$ cat src/core/dtmf_consts.svh
// Timing, tone grid and code constants for the dual-tone decoder
`ifndef DTMF_CONSTS_SVH
`define DTMF_CONSTS_SVH

// Clock
`define CLK_HZ              100000000
`define CLK_PERIOD_NS       10

// Low-group and high-group tone grid in Hz
`define LOW_F0              697
`define LOW_F1              770
`define LOW_F2              852
`define LOW_F3              941
`define HIGH_F0             1209
`define HIGH_F1             1336
`define HIGH_F2             1477
`define HIGH_F3             1633

// Period acceptance window around nominal, in parts per thousand
`define TOL_PERMILLE        25
`define PERMILLE            1000

// Averaging score: periods needed before a tone counts as valid
`define AVG_ACCEPT          3'h4
`define AVG_MAX             3'h7

// Longest wait for a tone edge before the tone is declared lost
`define TONE_TIMEOUT_US     1700
`define TONE_TIMEOUT_CYCLES ((`TONE_TIMEOUT_US * 1000) / `CLK_PERIOD_NS)

// Latch settling delay before the delayed strobe rises (least time, rounded up)
`define SETTLE_TIME_NS      4000
`define SETTLE_CYCLES       ((`SETTLE_TIME_NS + `CLK_PERIOD_NS - 1) / `CLK_PERIOD_NS)

// Widths and buffering
`define PERIOD_W            18
`define SETTLE_W            10
`define CODE_W              4
`define KEY_FIFO_DEPTH      4

// Code table values that are not simple binary digits
`define CODE_ZERO_SEL0      4'hA
`define CODE_STAR_SEL0      4'hB
`define CODE_HASH_SEL0      4'hC
`define CODE_ZERO_SEL1      4'h0
`define CODE_STAR_SEL1      4'hA
`define CODE_HASH_SEL1      4'hB
`define CODE_LETTER_SEL0    4'hD
`define CODE_LETTER_SEL1    4'hC

`endif

$ cat src/core/dtmf_pkg.sv
// Types shared by the dual-tone decoder files
package dtmf_pkg;

	// Steering sequence states
	typedef enum logic [1:0] {
		STEER_IDLE   = 2'b00,
		STEER_SETTLE = 2'b01,
		STEER_VALID  = 2'b10
	} steer_state_type;

	// Result of matching one measured period against a tone group
	typedef struct packed {
		logic       hit;
		logic [1:0] idx;
	} tone_match_type;

endpackage : dtmf_pkg

$ cat src/core/dtmf_steering.sv
// Dual-tone frequency check, early flag, steering, code latch and key queue
`timescale 1ns/10ps
`include "dtmf_consts.svh"

module dtmf_steering #(
	parameter int CLOCK_HZ            = `CLK_HZ,
	parameter int TONE_TIMEOUT_CYCLES = `TONE_TIMEOUT_CYCLES
) (
	// Clock and reset
	input  wire logic              clk,
	input  wire logic              rst_n,
	// Limited tone signals from the comparators
	input  wire logic              low_tone_in,
	input  wire logic              high_tone_in,
	// Control inputs
	input  wire logic              table_select,
	input  wire logic              power_down,
	input  wire logic              output_drive_enable,
	// Steering pin: threshold level in, guard drive out
	input  wire logic              steer_in_guard_out_in,
	output      logic              steer_in_guard_out_out,
	output      logic              steer_in_guard_out_oe,
	// Status outputs
	output      logic              early_signal_flag,
	output      logic              guard_time_drive,
	output      logic              delayed_valid_strobe,
	// Three-state code bus
	output      logic              code_out_bit0,
	output      logic              code_out_bit1,
	output      logic              code_out_bit2,
	output      logic              code_out_bit3,
	output      logic              code_out_oe,
	// Queue of registered key codes
	output      logic              key_valid,
	output      logic [`CODE_W-1:0] key_code,
	input  wire logic              key_ready
);

	localparam logic [`PERIOD_W-1:0] TIMEOUT = `PERIOD_W'(TONE_TIMEOUT_CYCLES);
	localparam logic [`SETTLE_W-1:0] SETTLE  = `SETTLE_W'(`SETTLE_CYCLES);

	// Grid frequency of tone k in group g (0 low, 1 high)
	function automatic int tone_freq(input logic grp, input logic [1:0] k);
		int f;
		f = 0;
		case ({grp, k})
			3'b000:  f = `LOW_F0;
			3'b001:  f = `LOW_F1;
			3'b010:  f = `LOW_F2;
			3'b011:  f = `LOW_F3;
			3'b100:  f = `HIGH_F0;
			3'b101:  f = `HIGH_F1;
			3'b110:  f = `HIGH_F2;
			default: f = `HIGH_F3;
		endcase
		return f;
	endfunction : tone_freq

	// Match a measured period against the four grid windows of a group
	function automatic dtmf_pkg::tone_match_type classify(input logic grp,
		input logic [`PERIOD_W-1:0] period);
		dtmf_pkg::tone_match_type m;
		int nom;
		int lo;
		int hi;
		int p;
		m = '0;
		p = int'(period);
		for (int k = 0; k < 4; k++)
		begin
			nom = CLOCK_HZ / tone_freq(grp, 2'(k));
			lo  = (nom * (`PERMILLE - `TOL_PERMILLE)) / `PERMILLE;
			hi  = (nom * (`PERMILLE + `TOL_PERMILLE)) / `PERMILLE;
			if (p >= lo && p <= hi)
			begin
				m.hit = 1'b1;
				m.idx = 2'(k);
			end
		end
		return m;
	endfunction : classify

	// Key code from low row, high column and table select
	function automatic logic [`CODE_W-1:0] key_of(input logic [1:0] row,
		input logic [1:0] col, input logic sel);
		logic [`CODE_W-1:0] c;
		c = 4'h0;
		if (col == 2'h3)
			c = (sel ? `CODE_LETTER_SEL1 : `CODE_LETTER_SEL0) + {2'h0, row};
		else if (row != 2'h3)
			c = 4'(({2'h0, row} * 4'h3) + {2'h0, col} + 4'h1);
		else if (col == 2'h0)
			c = sel ? `CODE_STAR_SEL1 : `CODE_STAR_SEL0;
		else if (col == 2'h1)
			c = sel ? `CODE_ZERO_SEL1 : `CODE_ZERO_SEL0;
		else
			c = sel ? `CODE_HASH_SEL1 : `CODE_HASH_SEL0;
		return c;
	endfunction : key_of

	dtmf_pkg::steer_state_type state;
	dtmf_pkg::steer_state_type next_state;

	logic                run;
	logic [1:0]          tone_in;
	logic [1:0]          tone_valid;
	logic [1:0]          tone_idx [2];
	logic                steer_meta;
	logic                steer_high;
	logic [`SETTLE_W-1:0] settle_cnt;
	logic [`CODE_W-1:0]  code_latch;
	logic                pair_now;
	logic                do_register;
	logic                fifo_in_ready;
	logic [`CODE_W-1:0]  new_code;

	// Tone, steering and status logic runs only while not powered down; the code bus and key queue always clock
	assign run     = ~power_down;
	assign tone_in = {high_tone_in, low_tone_in};

	// Period measurement and averaging for each tone group
	for (genvar g = 0; g < 2; g++)
	begin : group
		logic                 prev;
		logic [`PERIOD_W-1:0] period_cnt;
		logic [1:0]           idx;
		logic [2:0]           score;
		logic                 edge_seen;
		logic                 timed_out;
		dtmf_pkg::tone_match_type match;

		assign edge_seen = tone_in[g] & ~prev;
		assign timed_out = (period_cnt >= TIMEOUT);
		assign match     = classify(1'(g), period_cnt);

		// Score rises on repeated matches of one tone, falls on misses
		always_ff @(posedge clk)
		begin
			if (!rst_n)
			begin
				prev       <= 1'b0;
				period_cnt <= '0;
				idx        <= 2'h0;
				score      <= 3'h0;
			end
			else if (run)
			begin
				prev <= tone_in[g];
				if (timed_out)
				begin
					score      <= 3'h0;
					period_cnt <= '0;
				end
				else if (edge_seen)
				begin
					period_cnt <= `PERIOD_W'(1);
					if (match.hit && match.idx == idx && score != `AVG_MAX)
						score <= score + 3'h1;
					else if (match.hit && score == 3'h0)
					begin
						idx   <= match.idx;
						score <= 3'h1;
					end
					else if (!(match.hit && match.idx == idx) && score != 3'h0)
						score <= score - 3'h1;
				end
				else
					period_cnt <= period_cnt + `PERIOD_W'(1);
			end
		end

		assign tone_valid[g] = (score >= `AVG_ACCEPT);
		assign tone_idx[g]   = idx;
	end

	// Both groups valid at once is the signal condition
	assign pair_now    = tone_valid[0] & tone_valid[1];
	assign new_code    = key_of(tone_idx[0], tone_idx[1], table_select);
	// Register only on steering above threshold with the flag still up and queue space
	assign do_register = (state == dtmf_pkg::STEER_IDLE) & steer_high &
		early_signal_flag & fifo_in_ready;

	// Steering sequence; a low steering level always returns to idle
	always_comb
	begin
		next_state = state;
		case (state)
			dtmf_pkg::STEER_IDLE:
			begin
				if (do_register)
					next_state = dtmf_pkg::STEER_SETTLE;
			end
			dtmf_pkg::STEER_SETTLE:
			begin
				if (!steer_high)
					next_state = dtmf_pkg::STEER_IDLE;
				else if (settle_cnt == `SETTLE_W'(1))
					next_state = dtmf_pkg::STEER_VALID;
			end
			dtmf_pkg::STEER_VALID:
			begin
				if (!steer_high)
					next_state = dtmf_pkg::STEER_IDLE;
			end
			default: next_state = dtmf_pkg::STEER_IDLE;
		endcase
	end

	// Steering level synchroniser
	always_ff @(posedge clk)
	begin
		if (!rst_n)
		begin
			steer_meta <= 1'b0;
			steer_high <= 1'b0;
		end
		else if (run)
		begin
			steer_meta <= steer_in_guard_out_in;
			steer_high <= steer_meta;
		end
	end

	// State, settle timer and code latch
	always_ff @(posedge clk)
	begin
		if (!rst_n)
		begin
			state      <= dtmf_pkg::STEER_IDLE;
			settle_cnt <= '0;
			code_latch <= 4'h0;
		end
		else if (run)
		begin
			state <= next_state;
			if (do_register)
			begin
				code_latch <= new_code;
				settle_cnt <= SETTLE;
			end
			else if (settle_cnt != '0)
				settle_cnt <= settle_cnt - `SETTLE_W'(1);
		end
	end

	// Status and steering pin outputs
	always_ff @(posedge clk)
	begin
		if (!rst_n)
		begin
			early_signal_flag      <= 1'b0;
			guard_time_drive       <= 1'b0;
			delayed_valid_strobe   <= 1'b0;
			steer_in_guard_out_out <= 1'b0;
			steer_in_guard_out_oe  <= 1'b0;
		end
		else if (run)
		begin
			early_signal_flag      <= pair_now;
			guard_time_drive       <= (next_state != dtmf_pkg::STEER_IDLE) & pair_now;
			delayed_valid_strobe   <= (next_state == dtmf_pkg::STEER_VALID);
			steer_in_guard_out_out <= pair_now;
			steer_in_guard_out_oe  <= 1'b1;
		end
	end

	// Code bus: data from the latch, enable follows the drive enable input
	always_ff @(posedge clk)
	begin
		if (!rst_n)
		begin
			code_out_bit0 <= 1'b0;
			code_out_bit1 <= 1'b0;
			code_out_bit2 <= 1'b0;
			code_out_bit3 <= 1'b0;
			code_out_oe   <= 1'b0;
		end
		else
		begin
			code_out_bit0 <= code_latch[0];
			code_out_bit1 <= code_latch[1];
			code_out_bit2 <= code_latch[2];
			code_out_bit3 <= code_latch[3];
			code_out_oe   <= output_drive_enable;
		end
	end

	// Queue of registered codes; a full queue holds off registration
	key_fifo #(
		.WIDTH (`CODE_W),
		.DEPTH (`KEY_FIFO_DEPTH)
	) key_queue (
		.clk       (clk),
		.rst_n     (rst_n),
		.in_valid  (do_register),
		.in_data   (new_code),
		.in_ready  (fifo_in_ready),
		.out_valid (key_valid),
		.out_data  (key_code),
		.out_ready (key_ready)
	);

endmodule : dtmf_steering

$ cat src/core/key_fifo.sv
// Shift-register FIFO with registered head entry and valid/ready on both sides
`timescale 1ns/10ps

module key_fifo #(
	parameter int WIDTH = 4,
	parameter int DEPTH = 4
) (
	// Clock and reset
	input  wire logic             clk,
	input  wire logic             rst_n,
	// Fill side
	input  wire logic             in_valid,
	input  wire logic [WIDTH-1:0] in_data,
	output      logic             in_ready,
	// Drain side
	output      logic             out_valid,
	output      logic [WIDTH-1:0] out_data,
	input  wire logic             out_ready
);

	logic [WIDTH-1:0] mem      [DEPTH];
	logic [WIDTH-1:0] next_mem [DEPTH];
	logic [DEPTH-1:0] vld;
	logic [DEPTH-1:0] next_vld;
	logic             push;
	logic             pop;

	// Handshakes; full is the last slot occupied
	assign in_ready  = ~vld[DEPTH-1];
	assign out_valid = vld[0];
	assign out_data  = mem[0];
	assign push      = in_valid & in_ready;
	assign pop       = vld[0] & out_ready;

	// Shift down on pop, then write the first free slot on push
	always_comb
	begin
		logic [DEPTH-1:0] sh_vld;
		sh_vld = '0;
		for (int i = 0; i < DEPTH; i++)
		begin
			if (pop && i < DEPTH - 1)
			begin
				sh_vld[i]   = vld[i+1];
				next_mem[i] = mem[i+1];
			end
			else if (pop)
			begin
				sh_vld[i]   = 1'b0;
				next_mem[i] = mem[i];
			end
			else
			begin
				sh_vld[i]   = vld[i];
				next_mem[i] = mem[i];
			end
		end
		next_vld = sh_vld;
		for (int i = 0; i < DEPTH; i++)
		begin
			if (push && !sh_vld[i] && (i == 0 || sh_vld[(i == 0) ? 0 : i-1]))
			begin
				next_vld[i] = 1'b1;
				next_mem[i] = in_data;
			end
		end
	end

	// Storage update
	always_ff @(posedge clk)
	begin
		if (!rst_n)
			vld <= '0;
		else
			vld <= next_vld;
		for (int i = 0; i < DEPTH; i++)
			mem[i] <= next_mem[i];
	end

endmodule : key_fifo

$ cat config.mk
export PLATFORM = sky130hd
export DESIGN_NAME = dtmf_steering
export DESIGN_NICKNAME = d
export VERILOG_FILES = /design/src/core/dtmf_pkg.sv /design/src/core/dtmf_steering.sv /design/src/core/key_fifo.sv
export VERILOG_INCLUDE_DIRS = /design/src /design/src/core
export SDC_FILE = /design/constraint.sdc
export NUM_CORES = 1
export LEC_CHECK = 0
export ABC_AREA = 1
export BUFFER_PORTS_ARGS = -buffer_cell sky130_fd_sc_hd__buf_4
export CORE_ASPECT_RATIO = 1.2
export CORE_UTILIZATION = 30
export DETAILED_ROUTE_END_ITERATION = 10
export HOLD_SLACK_MARGIN = 0.06
export SLEW_MARGIN = 15
export SYNTH_ARGS = -nofsm -noshare
export SYNTH_HDL_FRONTEND = slang
export SYNTH_SLANG_ARGS = --single-unit
export TNS_END_PERCENT = 5
$ cat constraint.sdc
create_clock -name clk -period 2.9 [get_ports clk]
set_input_delay 0.87 -clock clk [delete_from_list [all_inputs] [get_ports clk]]
set_output_delay 0.87 -clock clk [all_outputs]
set_load 0.02 [all_outputs]
After elaboration in Yosys (flattened, before gate mapping)
Memories as Yosys holds them, arrays and structs flattened.
Index checks and enable logic that the tools add are counted.
Word-level totals
  bits in registers: 79
  memories kept: 1
  memory bits (writable): 16
Memories
  key_queue.mem: depth 4, width 4, read ports 4, clocked after Yosys merged registers in 0, wr ports 4, RTL line key_fifo.sv:21  | logic [WIDTH-1:0] mem [DEPTH];
Cells by class
  $add $sub $neg: 10
  equality and inequality tests: 11
  multiply operators: 1
  reductions and logical operators: 48
  multiplexer cells: 52
  magnitude comparators: 20
  bitwise logic cells: 17
Operators with widths (count)
  18-bit by 17-bit greater-or-equal comparator with 1-bit output, second input constant: 6
  18-bit by 17-bit <= comparator with 1-bit output, second input constant: 5
  18-bit two-way mux: 4
  3-bit two-way mux: 19
  18-bit greater-or-equal comparator, second input constant: 3
  4-bit two-way mux: 12
  18-bit by 1-bit adder with 18-bit output, second input constant: 2
  18-bit <= comparator, second input constant: 2
  1-bit logical AND: 23
  10-bit two-way mux: 2
  18-bit by 16-bit greater-or-equal comparator with 1-bit output, second input constant: 1
  18-bit by 16-bit <= comparator with 1-bit output, second input constant: 1
  10-bit by 1-bit equality test with 1-bit output, second input constant: 1
  1-bit two-way mux: 10
  5-bit AND reduction: 2
  10-bit nonzero test: 1
  10-bit by 1-bit subtractor with 10-bit output, second input constant: 1
  1-bit AND: 9
  2-bit two-way mux: 4
  1-bit inverter: 8
  2-bit nonzero test: 4
  4-bit nonzero test: 2
  3-bit by 1-bit adder with 3-bit output, second input constant: 2
  2-bit equality test, second input constant: 3
  17 further kinds: 32

Longest topological paths before layout
Gate-level depths: netlist (run 1).
  depth after elaboration: 15
  depth in mapped cells: 20
  depth with buffers taken out: 20

Cells and area by module
From an unflattened synthesis (run 1), not the netlist that was laid out.
Unflattened totals
  cells, all modules: 919
  area, all modules: 6075.8 sq um
By module, submodules not included
  dtmf_steering: area each 5180.0 sq um, instances 1, cells each 831
  key_fifo: area each 895.9 sq um, instances 1, cells each 88

Least setup slack after synthesis (run 1)
Ideal clock, no wire load.
  path kind: input-to-reg
  from: input power_down
  to: register group[0].period_cnt[11]
  setup time: 117 ps
  setup slack: 679 ps
  arrival: 2103 ps
  buffers on the path: 0
  stages on the path: 7
  path through: nor4_1 nand2_1 nor3_1 nand2_1 nor2_1 xor2_1 nor2_1
RTL lines
  start, declared: RTL line dtmf_steering.sv:17  | input wire logic power_down,
  end signal, assigned: RTL line dtmf_steering.sv:156  | period_cnt <= `PERIOD_W'(1);
  end signal, assigned: RTL line dtmf_steering.sv:168  | period_cnt <= period_cnt + `PERIOD_W'(1);
  end, declared: RTL line dtmf_steering.sv:125  | logic [`PERIOD_W-1:0] period_cnt;

==> impl_metrics.csv, run 1 <==
group,metric,value,unit
run_status,status,"complete, no violations",
placed_design,detailed_place.area,0.00655,mm^2
final_layout,final_util,34.8,%
critical_path,critPathMaxStageDelay,0.50,ns
sta,worst_pin_slew,0.708,ns
die,rows,56,
synthesis,netlist_area,0.00605,mm^2
critical_path,cp_top_family,"adder cells",
global_routing,antenna_found_initial,0,
critical_path,worstSetupPathDepth,8,
die,core,0.0197,mm^2
power_and_ir_drop,power_switching_share,29.0,%
clock_tree,worstSkewPairLatency,0.36,ns
detailed_routing,wl_met2,6.97,mm
power_and_ir_drop,p_int,2.28,mW
sta,rsz0062_at_grt,"no",
detailed_routing,vias,5622,
hold_path,hold_class,"flop to flop",
detailed_routing,postRouteAntennaNets,0,
final_layout,final.fill_count,2103,
sta,hold_viol,0,
critical_path,criticalPathCategory,"flop to flop",
global_routing,grtUsageTotal,14.9,%
clock_tree,cts_root_buffer,"clkbuf_16",
sta,relSlewSlack,52.3,%
sta,setup_viol,0,
sta,period_share,82.2,%
synthesis,synthFlopType,"dfxtp_1",
power_and_ir_drop,power_leakage,3.00,nW
critical_path,crit_chain,"fa_1 > fa_1 > xnor2_1 > o21ai_0 > nand2_1 > o21ai_0 > nand2_1 > nand2_1",
final_layout,syn2layout_area_growth,13.3,%
critical_path,crit_end,"key_queue.mem[1][2]",
clock_tree,htree_levels,3,
clock_tree,cts_buffer_depth,2,
synthesis,synth_edf_count,16,
clock_tree,cts_hold_buffers,0,
die,die-width,132,um
detailed_routing,drt-initial-drc-count,275,
placed_design,hpwl,11.5,mm
critical_path,required,3.01,ns
critical_path,endpoint_kind,"flop",
clock_tree,post-cts-setup-buffer-count,0,
final_layout,final_layout_size_suffix_gt1_share,11.9,%
detailed_routing,routed_wl,14.6,mm
final_layout,finalNonFillerCells,1183,
detailed_routing,avgRoutedWirePerCell,12.4,um
final_layout,fin_nets,953,
die,dieArea,0.0207,mm^2
detailed_routing,routed-wl-met3,444,um
detailed_routing,drt_drc_violations_left,0,
placed_design,gp_congestion,0.899,
final_layout,seq_area,0.00206,mm^2
detailed_routing,via_per_inst,4.75,
global_routing,gr-total-overflow,0,
detailed_routing,firstDrtPassIters,5,
final_layout,mostFrequentLayoutCells,"nand2_1 (188), nor2_1 (133), inv_1 (110)",
die,initial_utilization,30.7,%
clock_tree,clock_sinks,95,
global_routing,grt_max_degree,24,
die,io_pins,24,
synthesis,synth_seq_cells,95,
sta,finClkSkew,0.0121,ns
detailed_routing,top_layer,"met4",
critical_path,path_buf_inv,0,
power_and_ir_drop,fin_total_pwr,3.22,mW
clock_tree,cts_buffers,9,
final_layout,layout_commonest_cell,"nand2_1",
clock_tree,cts_tree,"done",
power_and_ir_drop,p_seq_share,45.9,%
synthesis,yosys_warnings,0,
synthesis,async_reset_ff_share,0,%
global_routing,grt_pass1_vias,5392,
synthesis,syn_avg_cell_area,6.80,um^2
critical_path,crit_path_start,"group[1].idx[1]",
critical_path,critical_path_peak_fanout,7,
power_and_ir_drop,irDropWorstVdd,0.000256,V
power_and_ir_drop,p_switching,0.932,mW
final_layout,n_antenna_cell,0,
synthesis,syn_inst,890,
power_and_ir_drop,p_per_area,469,mW/mm^2
critical_path,worstRegToRegCells,8,
synthesis,syn_nets,926,
power_and_ir_drop,combPwrFrac,15.0,%
sta,fin_crit,2.38,ns
die,die-height,158,um
sta,finalMaxSlewViolations,0,
sta,fin_ws,0.517,ns
synthesis,seq_area_frac_synth,34.1,%
placed_design,port_buffers,23,
detailed_routing,wl_met1,6.65,mm
placed_design,dp.cells,1167,
hold_path,hold_depth,2,
critical_path,timing.rr.end,"key_queue.mem[1][2]",
clock_tree,clkTransAtPathRegs,0.07,ns
final_layout,design_area,0.00685,mm^2
critical_path,start_kind,"flop",
critical_path,crit_slowest_cell,"fa_1",
sta,max_freq,0.420,GHz
synthesis,synth_cell_types,47,
sta,holdWs,0.435,ns
flow_run,drv_cap,0,
clock_tree,cts_resized,0,
final_layout,multi_input_area,0.00344,mm^2
sta,fin_setup_tns,0,ns
placed_design,pre_cts_slack,0.380,ns
critical_path,arrival,2.50,ns
critical_path,crit_top_cell,"nand2_1",
global_routing,grt_pass1_wl,24.8,mm
power_and_ir_drop,clkPwrFrac,39.1,%
critical_path,ff2ff_setup_slack,0.52,ns
critical_path,r2r-start,"group[1].idx[1]",
-- flip-flops by register name, indices dropped and copies added, names as in the netlist, 2 cells and up --
| signal | cells |
|---|---|
| key_queue.vld | 4 |
| settle_cnt | 10 |
| code_latch | 4 |
| state | 2 |
| group.prev | 2 |
| group.period_cnt | 36 |
| group.idx | 4 |
| group.score | 6 |
| key_queue.mem | 16 |
-- worst register-to-register path, cell delays in order, from the launching register on --
cell and delay [ns]:
dfxtp_1 0.45, fa_1 0.50, fa_1 0.43, xnor2_1 0.16, o21ai_0 0.09, nand2_1 0.06
o21ai_0 0.26, nand2_1 0.14, nand2_1 0.05
-- how the worst min path moves through the flow --
stage	start	endpoint	slack, ns
after floorplan	code_latch[0]	code_out_bit0	0.40
after global placement	code_latch[2]	code_out_bit2	0.41
after detailed placement	code_latch[2]	code_out_bit2	0.43
after CTS	code_latch[2]	code_out_bit2	0.44
after global routing	code_latch[2]	code_out_bit2	0.46
final	code_latch[2]	code_out_bit2	0.43
-- Yosys cell counts, types with 2 or more instances --
library cell  number  area share, %
nand2_4            2           0.37
nand3_2            5           0.83
o21ai_1            9           0.74
edfxtp_1          16            7.9
nand3b_1           2           0.25
dfxtp_1           79             26
xor2_1            19            2.7
clkbuf_1           5           0.31
fa_1               2           0.66
nand3_1           55            4.5
a31oi_1            3           0.31
ha_1              25            5.2
a22oi_1            2           0.25
nor2_4             6            1.1
a21oi_2            2           0.29
buf_1              2           0.12
nand3_4            2           0.58
o21bai_1           3           0.37
a211oi_1           3           0.37
clkinv_1           2           0.12
a21oi_1           50            4.1
inv_2              9           0.56
o21ai_0           50            4.1
nor2_1           133            8.2
nand2_2           13            1.3
inv_1            110            6.8
nor3_2             2           0.33
nor2_2            15            1.6
nand4_1           16            1.7
nor3_1            20            1.7
nor4_1             7           0.72
nor3b_1            4           0.50
o31ai_1            2           0.25
nand2_1          188             12
buf_2              8           0.66
o21a_1             4           0.50
buf_4              4           0.50
o22ai_1            2           0.21
-- cell families after synthesis --
family                     share of synthesized area, %
and+or+nand+nor                                    36.0
buffers and inverters                              9.10
AOI/OAI and AO/OA                                  12.1
DFF                                                34.1
adders and majority gates                          5.83
xor gates and xnor gates                           2.89
-- area by class of cell --
type | count | share of cell area (%)
multi-input combinational | 655 | 50.2
tap | 261 | 4.76
inverter | 121 | 6.63
sequential | 95 | 30.1
timing repair buffer | 35 | 3.83
clock buffer | 9 | 3.29
clock inverter | 7 | 1.22
-- routing by layer --
metal / global-route usage (%) / up-vias
met5: 0 / -
li1: - / 2944
met1: 16.7 / 2517
met4: 9.75 / 0
met3: 2.63 / 45
met2: 26.1 / 116
-- power groups by stage --
stage | registers (mW) | clock network (mW) | logic, mW
after floorplan | 1.49 | 0 | 0.375
after global placement | 1.50 | 0 | 0.479
after detailed placement | 1.51 | 0 | 0.486
after CTS | 1.48 | 1.30 | 0.488
after global routing | 1.49 | 1.35 | 0.562
final | 1.48 | 1.26 | 0.484
Note: power is estimated with default switching activity, not from simulation.
==> run 2: changes to the inputs <==
Clock period 2.9 ns to 2.2 ns, I/O delays scaled along.
==> run 2 against run 1 <==
Sequential power rose by 31%; clock skew decreased by 0.00063 ns; core utilization grew 2.6 points; total power increased by 35%; non-clock buffer count rose by 51; critical path depth fell by 1; count of clock-buffer cells in the layout is 1 higher; final area up 7.5%; critical path type unchanged; combinational power up 56%; sequential share of layout area fell by 1.5 points.
==> impl_metrics.csv, run 2 (synthesized netlist as in run 1, its figures left out) <==
group,metric,value,unit
run_status,status,"complete, no violations",
critical_path,timing.rr.end,"key_queue.mem[2][1]",
clock_tree,cts_buffer_depth,2,
power_and_ir_drop,power_leakage,3.28,nW
clock_tree,cts_tree,"done",
detailed_routing,routed_wl,15.0,mm
final_layout,layout_commonest_cell,"nand2_1",
die,core,0.0197,mm^2
sta,relSlewSlack,73.8,%
global_routing,grt_pass1_wl,25.0,mm
placed_design,pre_cts_slack,0.00837,ns
die,io_pins,24,
clock_tree,worstSkewPairLatency,0.36,ns
global_routing,antenna_found_initial,0,
detailed_routing,vias,5794,
sta,max_freq,0.464,GHz
sta,fin_crit,2.15,ns
final_layout,final_util,37.4,%
critical_path,required,2.30,ns
clock_tree,htree_levels,3,
detailed_routing,drt_drc_violations_left,0,
critical_path,critical_path_peak_fanout,5,
final_layout,syn2layout_area_growth,21.8,%
critical_path,crit_end,"key_queue.mem[2][1]",
critical_path,criticalPathCategory,"flop to flop",
die,die-width,132,um
sta,fin_setup_tns,0,ns
global_routing,grtUsageTotal,14.9,%
die,dieArea,0.0207,mm^2
detailed_routing,via_per_inst,4.70,
power_and_ir_drop,p_per_area,590,mW/mm^2
placed_design,port_buffers,23,
hold_path,hold_class,"flop to flop",
clock_tree,cts_root_buffer,"clkbuf_16",
final_layout,top_register,"group.period_cnt",
sta,setup_viol,0,
sta,finClkSkew,0.0115,ns
global_routing,grt_max_degree,20,
power_and_ir_drop,fin_total_pwr,4.34,mW
critical_path,ff2ff_setup_slack,0.05,ns
critical_path,worstRegToRegCells,7,
global_routing,grt_pass1_vias,5503,
critical_path,start_kind,"flop",
final_layout,reg.largest.list,"group.period_cnt (36), key_queue.mem (16), settle_cnt (10)",
sta,period_share,97.9,%
sta,holdWs,0.426,ns
sta,hold_viol,0,
sta,worst_pin_slew,0.391,ns
sta,finalMaxSlewViolations,0,
flow_run,drv_cap,0,
die,rows,56,
die,initial_utilization,30.7,%
final_layout,final.fill_count,2106,
detailed_routing,avgRoutedWirePerCell,12.2,um
placed_design,gp_congestion,0.904,
critical_path,r2r-start,"group[0].idx[0]",
critical_path,endpoint_kind,"flop",
clock_tree,clock_sinks,95,
die,die-height,158,um
detailed_routing,drt-initial-drc-count,239,
power_and_ir_drop,irDropWorstVdd,0.000450,V
critical_path,arrival,2.25,ns
detailed_routing,firstDrtPassIters,5,
placed_design,hpwl,11.9,mm
final_layout,largest_reg_flops,36,
detailed_routing,postRouteAntennaNets,0,
critical_path,crit_path_start,"group[0].idx[0]",
final_layout,mostFrequentLayoutCells,"nand2_1 (183), nor2_1 (126), inv_1 (104)",
final_layout,fin_nets,1004,
clock_tree,cts_buffers,9,
sta,rsz0062_at_grt,"yes",
final_layout,seq_area,0.00210,mm^2
final_layout,final_layout_size_suffix_gt1_share,22.2,%
final_layout,n_antenna_cell,0,
global_routing,gr-total-overflow,0,
final_layout,multi_input_area,0.00353,mm^2
clock_tree,clkTransAtPathRegs,0.08,ns
sta,fin_ws,0.0467,ns
[run 2: worst max-delay path, cell delays in order (launching register included)]
cell and delay [ns]:
dfxtp_2 0.33, fa_1 0.59, fa_1 0.43, nor2_1 0.10, nor2_1 0.05, a22oi_1 0.15
buf_4 0.16, o21ai_0 0.09
[run 2: cell type report]
cell class | instances | area share [%]
clock buffer | 10 | 3.11
tap | 261 | 4.43
clock inverter | 6 | 1.04
timing repair buffer | 86 | 8.76
multi-input combinational | 655 | 47.9
sequential | 95 | 28.6
inverter | 121 | 6.16
[run 2: repair_timing]
item / 4_1_cts / 5_1_grt
buffers inserted: 0 / 6
pin swaps: 0 / 6
endpoints found under the setup margin: 3 / 29
resized for setup: 1 / 64
hold buffers: 0 / 0
[run 2: worst min path at each step]
stage | depth (start not counted) | endpoint | slack [ns] | from
final | 2 | code_out_bit1 | 0.43 | code_latch[1]
after global routing | 2 | code_out_bit1 | 0.45 | code_latch[1]
after CTS | 2 | code_out_bit1 | 0.43 | code_latch[1]
after detailed placement | 2 | code_out_bit1 | 0.42 | code_latch[1]
after global placement | 2 | code_out_bit1 | 0.42 | code_latch[1]
after floorplan | 2 | code_out_bit0 | 0.40 | code_latch[0]
[run 2: stage by stage]
stage,cell area [um^2],instances
4_1_cts,7190,1228
3_3_place_gp,6880,1212
3_5_place_dp,6880,1212
5_1_grt,7370,1234
2_1_floorplan,6050,890
6_report,7370,1234
[run 2: power breakdown]
group,switching (mW),internal [mW]
Sequential,0.0800,1.86
Clock,0.742,0.905
Combinational,0.431,0.323
Total,1.25,3.09
[run 2: per-layer routing]
metal	vias up	GRT usage, %	part of all wire (%)
li1	3049	-	-
met1	2628	16.6	45
met2	91	27.9	50
met3	26	1.99	2.5
met4	0	7.14	2.6
met5	-	0	0
==> run 3: changes to the inputs <==
Settings changed: PLACE_DENSITY from default to 0.51, SLEW_MARGIN 15 to 20.
==> run 3 against run 2 <==
Die area unchanged; final area increased by 1.3%; largest power group unchanged; total power decreased by 1.4%; sequential cell count unchanged; routed wire length increased by 4.1%; cell count increased by 0.16%; hold slack got worse by 0.0011 ns; combinational power about the same; via count about the same; critical path depth unchanged; sequential power about the same.
==> impl_metrics.csv, run 3 (synthesized netlist as in run 1, its figures left out) <==
group,metric,value,unit
sta,worst_pin_slew,0.402,ns
power_and_ir_drop,p_per_area,574,mW/mm^2
clock_tree,cts_buffers,9,
detailed_routing,vias,5796,
clock_tree,worstSkewPairLatency,0.36,ns
sta,finClkSkew,0.00789,ns
final_layout,final_layout_size_suffix_gt1_share,24.4,%
sta,setup_viol,0,
flow_run,drv_cap,0,
global_routing,gr-total-overflow,0,
final_layout,n_antenna_cell,0,
run_status,status,"complete, no violations",
global_routing,grt_max_degree,20,
clock_tree,cts_tree,"done",
sta,relSlewSlack,73.0,%
detailed_routing,via_per_inst,4.69,
critical_path,criticalPathCategory,"flop to flop",
final_layout,mostFrequentLayoutCells,"nand2_1 (177), nor2_1 (121), inv_1 (102)",
sta,fin_ws,0.0531,ns
detailed_routing,postRouteAntennaNets,0,
placed_design,pre_cts_slack,-0.0175,ns
global_routing,grtUsageTotal,15.5,%
final_layout,final_util,37.9,%
detailed_routing,avgRoutedWirePerCell,12.7,um
sta,rsz0062_at_grt,"yes",
hold_path,hold_depth,2,
detailed_routing,routed_wl,15.6,mm
placed_design,port_buffers,23,
die,rows,56,
sta,fin_crit,2.15,ns
clock_tree,clkTransAtPathRegs,0.08,ns
placed_design,gp_congestion,0.872,
clock_tree,cts_root_buffer,"clkbuf_16",
critical_path,arrival,2.26,ns
die,io_pins,24,
critical_path,worstRegToRegCells,7,
die,initial_utilization,30.7,%
placed_design,dp.cells,1215,
detailed_routing,drt-initial-drc-count,245,
global_routing,antenna_found_initial,0,
final_layout,syn2layout_area_growth,23.3,%
clock_tree,cts_buffer_depth,2,
clock_tree,cts_hold_buffers,0,
critical_path,start_kind,"flop",
critical_path,required,2.31,ns
sta,hold_viol,0,
critical_path,endpoint_kind,"flop",
hold_path,hold_end,"code_out_bit1",
sta,finalMaxSlewViolations,0,
power_and_ir_drop,power_leakage,3.35,nW
final_layout,reg.largest.list,"group.period_cnt (36), key_queue.mem (16), settle_cnt (10)",
clock_tree,htree_levels,3,
die,core,0.0197,mm^2
final_layout,finalNonFillerCells,1236,
final_layout,largest_reg_flops,36,
sta,period_share,97.6,%
critical_path,timing.rr.end,"key_queue.mem[0][1]",
global_routing,grt_pass1_vias,5603,
clock_tree,clock_sinks,95,
global_routing,grt_pass1_wl,26.0,mm
hold_path,min-delay-start,"code_latch[1]",
detailed_routing,firstDrtPassIters,5,
die,die-height,158,um
die,die-width,132,um
final_layout,fin_nets,1006,
final_layout,top_register,"group.period_cnt",
critical_path,critical_path_peak_fanout,5,
die,dieArea,0.0207,mm^2
power_and_ir_drop,irDropWorstVdd,0.000463,V
critical_path,r2r-start,"group[1].idx[1]",
hold_path,hold_class,"flop to flop",
final_layout,layout_commonest_cell,"nand2_1",
detailed_routing,drt_drc_violations_left,0,
sta,fin_setup_tns,0,ns
sta,max_freq,0.466,GHz
placed_design,hpwl,12.3,mm
critical_path,ff2ff_setup_slack,0.05,ns
## run 3: cell count changes in the layout (fill, tap and decap cells not counted), sizes merged
cell	before	now
buf	86	88
bufinv	1	0
clkbuf	10	9
clkinv	3	4
clkinvlp	0	1
## run 3: worst max path at each step
stage | start | to | slack [ns] | depth (start not counted)
after floorplan | group[0].idx[0] | key_queue.mem[0][1] | 0.08 | 6
after global placement | power_down | group[0].period_cnt[11] | 0.03 | 9
after detailed placement | group[0].idx[0] | key_queue.mem[0][2] | -0.02 | 8
after CTS | group[0].period_cnt[0] | group[0].score[2] | 0.003 | 18
after global routing | group[1].period_cnt[17] | group[1].score[0] | -0.08 | 19
final | group[1].idx[1] | key_queue.mem[0][1] | 0.05 | 7
## run 3: layout make-up
class,instances,area (um^2)
Clock buffer,9,225
Clock inverter,7,75.1
Fill cell,2160,12200
Inverter,121,454
Multi-Input combinational cell,655,3600
Sequential cell,95,2120
Tap cell,261,327
Timing Repair Buffer,88,661
## run 3: per-stage QoR
step | instance area (um^2) | power [mW] | hold slack (ns)
global route | 7460 | 4.54 | 0.451
floorplan | 6050 | 2.46 | 0.404
global placement | 6910 | 2.71 | 0.420
detailed placement | 6910 | 2.72 | 0.421
CTS | 7210 | 4.33 | 0.430
finish | 7460 | 4.28 | 0.425
## run 3: metal layers
metal / part of all wire, % / up-vias / GRT usage [%] / routed length, um
li1: - / 3058 / - / -
met1: 46 / 2599 / 17.9 / 7170
met2: 48 / 95 / 28.0 / 7560
met3: 2.8 / 44 / 2.72 / 440
met4: 3.0 / 0 / 7.09 / 477
met5: 0 / - / 0 / 0
## run 3: power breakdown
group / leakage [nW] / internal, mW / total (mW) / switching (mW)
logic: 2.40 / 0.320 / 0.754 / 0.434
registers: 0.803 / 1.86 / 1.93 / 0.0775
clock network: 0.145 / 0.808 / 1.60 / 0.788
total: 3.35 / 2.98 / 4.28 / 1.30
## run 3: worst max-delay path, stage by stage, from the launching register on
cell,delay [ns]
dfxtp_2,0.34
fa_1,0.53
fa_1,0.49
nor2_1,0.13
nor2_1,0.05
a22oi_1,0.13
buf_4,0.16
o21ai_1,0.08
## run 3: repair_timing
action                                  4_1_cts  5_1_grt
pin swaps                                     0       14
endpoints found under the setup margin        3       46
setup buffers                                 0        5
resized for setup                             1       97
